--- src/isz_defs.vh ---
// Constants for the increment-and-skip-if-zero execution block.
// Assumes a single core clock; included by isz_exec.v.
// Functional notes
// - Read byte, add one, memory variant writes back
// - Zero result skips the following instruction
// - Taken skip costs two cycles, dummy inserted
// - Accumulator variant writes accumulator, memory unchanged
// - Nonzero result continues with next instruction
`ifndef ISZ_DEFS_VH
`define ISZ_DEFS_VH
`define ISZ_INC_STEP 8'h01
`define ISZ_ZERO 8'h00
`define ISZ_ACC_RESET 8'h00
`define ISZ_ST_IDLE 2'h0
`define ISZ_ST_EXEC 2'h1
`define ISZ_ST_DUMMY 2'h2
`endif

--- src/isz_exec.v ---
// Execution of the two increment-and-skip-if-zero instructions.
// Assumes decode gives a one-cycle start pulse and memory read data
// is valid in the same cycle as the read strobe.
// Pulses last one cycle; address, data and accumulator hold.
`include "isz_defs.vh"

module isz_exec (
   // Clock and reset
   input wire clk_in,
   input wire nrst_in,
   // From decode
   input wire start_mem_in,
   input wire increment_skip_zero_to_accumulator_in,
   input wire [7:0] addr_in,
   // Data memory
   input wire [7:0] mem_rdata_in,
   output reg mem_rd_out,
   output reg mem_wr_out,
   output reg [7:0] mem_addr_out,
   output reg [7:0] mem_wdata_out,
   // Accumulator
   output reg [7:0] acc_out,
   output reg acc_wr_out,
   // Pipeline control
   output wire busy_out,
   output reg skip_out,
   output reg done_out
);

   // Byte width and state codes
   localparam integer DATA_W = 8;
   localparam [1:0] ST_IDLE = `ISZ_ST_IDLE;
   localparam [1:0] ST_EXEC = `ISZ_ST_EXEC;
   localparam [1:0] ST_DUMMY = `ISZ_ST_DUMMY;

   // Current state
   reg [1:0] state;
   reg acc_mode;

   // Next values
   reg [1:0] next_state;
   reg next_acc_mode;
   reg next_mem_rd;
   reg next_mem_wr;
   reg [7:0] next_mem_addr;
   reg [7:0] next_mem_wdata;
   reg [7:0] next_acc;
   reg next_acc_wr;
   reg next_skip;
   reg next_done;

   // Incrementer and start decode
   wire [7:0] sum;
   wire [7:0] carry;
   wire start_any;
   genvar bit_idx;

   // Zero test of a result byte
   function byte_is_zero;
      input [7:0] value;
      begin
         byte_is_zero = (value == `ISZ_ZERO);
      end
   endfunction

   // Ripple incrementer; the carry out of the top bit is dropped
   assign carry[0] = 1'b1;
   generate
      for (bit_idx = 0; bit_idx < DATA_W; bit_idx = bit_idx + 1) begin : g_inc
         assign sum[bit_idx] = mem_rdata_in[bit_idx] ^ carry[bit_idx];
         if (bit_idx < DATA_W - 1) begin : g_carry
            assign carry[bit_idx + 1] = mem_rdata_in[bit_idx] & carry[bit_idx];
         end
      end
   endgenerate

   // Start strobes and busy level
   assign start_any = start_mem_in | increment_skip_zero_to_accumulator_in;
   assign busy_out = (state != ST_IDLE);

   always @* begin
      // Pulses default low; held values keep their last value
      next_state = state;
      next_acc_mode = acc_mode;
      next_mem_rd = 1'b0;
      next_mem_wr = 1'b0;
      next_mem_addr = mem_addr_out;
      next_mem_wdata = mem_wdata_out;
      next_acc = acc_out;
      next_acc_wr = 1'b0;
      next_skip = 1'b0;
      next_done = 1'b0;

      case (state)
         ST_IDLE: begin
            if (start_any) begin
               // Accumulator variant wins when both strobes are high
               next_acc_mode = increment_skip_zero_to_accumulator_in;
               next_mem_addr = addr_in;
               next_mem_rd = 1'b1;
               next_state = ST_EXEC;
            end
         end
         ST_EXEC: begin
            // Read data arrives now; write back or load the accumulator
            if (acc_mode) begin
               next_acc = sum;
               next_acc_wr = 1'b1;
            end else begin
               next_mem_wdata = sum;
               next_mem_wr = 1'b1;
            end
            // Taken skip adds the dummy cycle
            if (byte_is_zero(sum)) begin
               next_skip = 1'b1;
               next_state = ST_DUMMY;
            end
            if (!byte_is_zero(sum)) begin
               next_done = 1'b1;
               next_state = ST_IDLE;
            end
         end
         ST_DUMMY: begin
            // Dummy cycle stands in for the skipped instruction
            next_done = 1'b1;
            next_state = ST_IDLE;
         end
         default: begin
            next_state = ST_IDLE;
         end
      endcase
   end

   // Sequencer registers
   always @(posedge clk_in or negedge nrst_in) begin
      if (!nrst_in) begin
         state <= ST_IDLE;
      end else begin
         state <= next_state;
      end
   end

   // Variant latched at start
   always @(posedge clk_in or negedge nrst_in) begin
      if (!nrst_in) begin
         acc_mode <= 1'b0;
      end else begin
         acc_mode <= next_acc_mode;
      end
   end

   // Data memory port registers
   always @(posedge clk_in or negedge nrst_in) begin
      if (!nrst_in) begin
         mem_rd_out <= 1'b0;
      end else begin
         mem_rd_out <= next_mem_rd;
      end
   end

   // Write back only for the memory variant
   always @(posedge clk_in or negedge nrst_in) begin
      if (!nrst_in) begin
         mem_wr_out <= 1'b0;
      end else begin
         mem_wr_out <= next_mem_wr;
      end
   end

   always @(posedge clk_in or negedge nrst_in) begin
      if (!nrst_in) begin
         mem_addr_out <= 8'h00;
      end else begin
         mem_addr_out <= next_mem_addr;
      end
   end

   always @(posedge clk_in or negedge nrst_in) begin
      if (!nrst_in) begin
         mem_wdata_out <= 8'h00;
      end else begin
         mem_wdata_out <= next_mem_wdata;
      end
   end

   // Accumulator registers
   always @(posedge clk_in or negedge nrst_in) begin
      if (!nrst_in) begin
         acc_out <= `ISZ_ACC_RESET;
      end else begin
         acc_out <= next_acc;
      end
   end

   always @(posedge clk_in or negedge nrst_in) begin
      if (!nrst_in) begin
         acc_wr_out <= 1'b0;
      end else begin
         acc_wr_out <= next_acc_wr;
      end
   end

   // Skip pulse tells fetch to discard the next instruction
   always @(posedge clk_in or negedge nrst_in) begin
      if (!nrst_in) begin
         skip_out <= 1'b0;
      end else begin
         skip_out <= next_skip;
      end
   end

   // Done pulse marks the end of the instruction
   always @(posedge clk_in or negedge nrst_in) begin
      if (!nrst_in) begin
         done_out <= 1'b0;
      end else begin
         done_out <= next_done;
      end
   end
endmodule // isz_exec

--- config.mk ---
export PLATFORM = sky130hd
export DESIGN_NAME = isz_exec
export DESIGN_NICKNAME = d
export VERILOG_FILES = /design/src/isz_exec.v
export VERILOG_INCLUDE_DIRS = /design/src
export SDC_FILE = /design/constraint.sdc
export NUM_CORES = 1
export LEC_CHECK = 0
export ABC_AREA = 0
export BUFFER_PORTS_ARGS = -buffer_cell sky130_fd_sc_hd__buf_2
export CORE_MARGIN = 2
export CORE_UTILIZATION = 52
export DETAILED_ROUTE_END_ITERATION = 16
export PLACE_DENSITY = 0.85
export SYNTH_ARGS = -nofsm -noshare
export SYNTH_HDL_FRONTEND = slang
export SYNTH_SLANG_ARGS = --single-unit
--- constraint.sdc ---
create_clock -name clk_in -period 2.4 [get_ports clk_in]
set_clock_uncertainty 0.05 [all_clocks]
set_input_delay 0.24 -clock clk_in [delete_from_list [all_inputs] [get_ports clk_in]]
set_output_delay 0.24 -clock clk_in [all_outputs]
set_load 0.02 [all_outputs]
==> results.toml <==
[status]
outcome = "complete, no violations"

[synthesis]
synth_async_sr_flop_share = 1.00
synth-main-ff-cell = "dfrtp_1"
post_synth_inst_count = 95
ys_seq_elements = 32
netlist_area_sq_um = 1360
synth_largest_area_cell = "dfrtp_1"
post_synth_num_cell_types = 19
yosys_warnings = 0
synth_area_per_cell_sq_um = 14.4
netlist.area_leader.share = 0.587
ys_seq_area_frac = 0.587
yosys-top-cells-count = "32 x dfrtp_1, 12 x mux2_1, 10 x ha_1, 9 x nand2_1, 8 x mux2_4"
dominant_cells_by_area_after_synthesis = "dfrtp_1 59%, mux2_1 9.9%, ha_1 9.2%"
post_synth_net_total = 125
synth_edf_count = 0
synth_most_common_cell = "dfrtp_1"

[global_route]
grt_pass1_vias = 986
grt_overall_usage = 0.186
grt_overflow_total = 0
grt_antenna_before_repair = 0
grt_pass1_wl_um = 4390
grt_start_max_net_pins = 33

[finish]
num_antenna_cells = 0
fin_util = 0.683
layout-drive-gt1-share = 0.463
post_layout_nonfiller_instances = 179
area_growth_syn_to_layout_pct = 24.0
num-nets-final = 181

[drt]
routed-via-count = 921
drc = 0
avgRoutedWirePerCell_um = 14.6
pre_repair_dr_iteration_count = 4
drt_first_iter_violations = 10
ant_nets = 0
route.final.wire_length_um = 2620
route.detailed.vias_per_inst = 5.15

[clock_tree]
clock-sinks = 32
clk_latency_worst_skew_pair_ns = 0.33
cts_max_path_buffers = 2
htree_num_levels = 2
cts_root_buf = "clkbuf_4"
cts_inserted_buffers = 5
cts_tree = "done"
clock_pin_slew_worst_setup_and_hold_paths_ns = 0.09
post_cts_setup_bufs = 0

[timing]
final-setup-viol-count = 0
slew_headroom = 0.536
tightest_slew_ns = 0.696
shortest_clock_period_the_worst_path_allows_after_layout_ns = 2.00
rsz0062_at_grt = "false"
whs_ns = 0.0857
period_share = 0.834
max_freq_mhz = 500
timing.final.hold_violations = 0
drv_slew = 0
timing.setup.tns_ns = 0

[floorplan]
i_o_pin_cnt = 50
die_h_um = 55.2
core_region_area_sq_um = 2480
floorplan.rows = 18
die_w_um = 55.2
initial_core_util = 0.551
die_area_sq_um = 3050

[placement]
numPlacedInstances = 173
numPortBuffers = 49
routabilityCongestion = 0.767

[min_path]
holdCritPathClass = "primary input to register"

[setup_path]
total_buffers_and_inverters_traversed_by_the_critical_path = 1
cp_top_family = "adder cells"
critPathCaptureType = "register"
cp_common_cell = "ha_1"
crit_path_max_fanout = 4
classification_of_the_worst_setup_path = "primary input to register"
crit_path_top_delay_cell = "ha_1"
worstSetupStartpointType = "primary input"
critical_path.cell_chain = "buf_2 -> ha_1 -> ha_1 -> ha_1 -> ha_1 -> ha_1 -> ha_1 -> nor2_1 -> and4_1 -> mux2_2"
critical_path_arrival_ns = 2.16
worst_ep_required_time_ns = 2.56
crit_path_max_incr_delay_ns = 0.32

[pwr]
power-per-cell-area_nw_per_um2 = 1340
p_leak_nw = 0.897
total_power_consumption_mw = 2.27
maximum_ir_drop_on_the_vdd_rail_v = 0.000964

[run]
cap_violations = 0
[per-stage QoR]
step | area (sq um) | setup slack, ns
after floorplan | 1360 | 0.331
after global placement | 1640 | 0.177
after detailed placement | 1640 | 0.0687
after CTS | 1690 | 0.424
after global routing | 1690 | 0.334
final | 1690 | 0.398
[area by class of cell]
type / instances / area [sq um]
flip-flops and latches: 32 / 801
fillers: 199 / 786
multi-input cells: 54 / 527
repair buffers: 51 / 263
clock buffers: 5 / 37.5
well taps: 30 / 37.5
inverters: 7 / 26.3
[routing by layer]
metal  vias up  share of wire  global-route usage
met5         -              0                   0
met4         0         0.0038              0.0523
met3         2           0.10              0.0796
met2        48           0.48               0.315
met1       437           0.41               0.214
li1        434              -                   -
[sequential cells by signal, indices dropped and copies added (netlist names)]
register and flops:
mem_rd_out 1, state 2, done_out 1, acc_out 8, mem_wr_out 1, acc_mode 1, acc_wr_out 1, mem_wdata_out 8
skip_out 1, mem_addr_out 8
[report_power, final]
| part | switching (mW) | total (mW) | internal [mW] |
|---|---|---|---|
| registers | 0.124 | 0.919 | 0.795 |
| logic | 0.650 | 1.10 | 0.447 |
| clock network | 0.160 | 0.258 | 0.0976 |
[timing repair]
| action | CTS | global route |
|---|---|---|
| hold endpoints to repair | 32 | 0 |
| hold buffers | 1 | 0 |
| resized for setup | 0 | 0 |
[final timing paths]
| path | from | end | slack [ns] | cells after the start |
|---|---|---|---|---|
| setup reg to reg | state[1] | mem_wdata_out[2] | 0.79 | 4 |
| setup / recovery | mem_rdata_in[0] | state[1] | 0.40 | 10 |
| min in group asynchronous | nrst_in | state[0] | 0.44 | 2 |
| max in group asynchronous | nrst_in | mem_wdata_out[1] | 1.41 | 2 |
| hold / removal | addr_in[0] | mem_addr_out[0] | 0.09 | 2 |
| hold reg to reg | mem_wdata_out[0] | mem_wdata_out[0] | 0.44 | 2 |
[layout by cell type, fill, tap and decap left out]
master,netlist,layout
a21oi_1,1,1
clkbuf_4,0,5
mux2_1,12,12
dfrtp_1,32,32
nand2_1,9,9
o21ai_0,1,1
nor4b_2,1,1
inv_1,4,4
mux2_4,8,8
o21ai_1,4,4
and4_1,1,1
dlygate4sd3_1,0,1
buf_2,2,49
buf_4,0,1
xnor2_1,1,1
o21ai_4,1,1
mux2_2,1,1
inv_2,3,3
a41oi_1,1,1
nand2b_1,1,1
ha_1,10,10
nor2_1,2,2
[logic make-up (layout without fill, tap and decap cells)]
| kind of cell | after synthesis | in the layout | synth area share |
|---|---|---|---|
| AO/OA/AOI/OAI | 8 | 8 | 0.0404 |
| buffers and inverters | 9 | 63 | 0.0266 |
| flip-flops | 32 | 32 | 0.587 |
| adder cells (fa/ha/maj) | 10 | 10 | 0.0917 |
| XOR/XNOR | 1 | 1 | 0.00642 |
| AND/OR/NAND/NOR | 14 | 14 | 0.0523 |
| multiplexers | 21 | 21 | 0.195 |
[worst reg2reg max path: cells and delay by family, from the launching register on]
kind | cells | cell delay, ns
simple gates | 1 | 0.40
fa+ha+maj | 1 | 0.21
buf+inv | 1 | 0.07
flops | 1 | 0.38
mux | 1 | 0.38
Power figures use the tool's default switching activity.
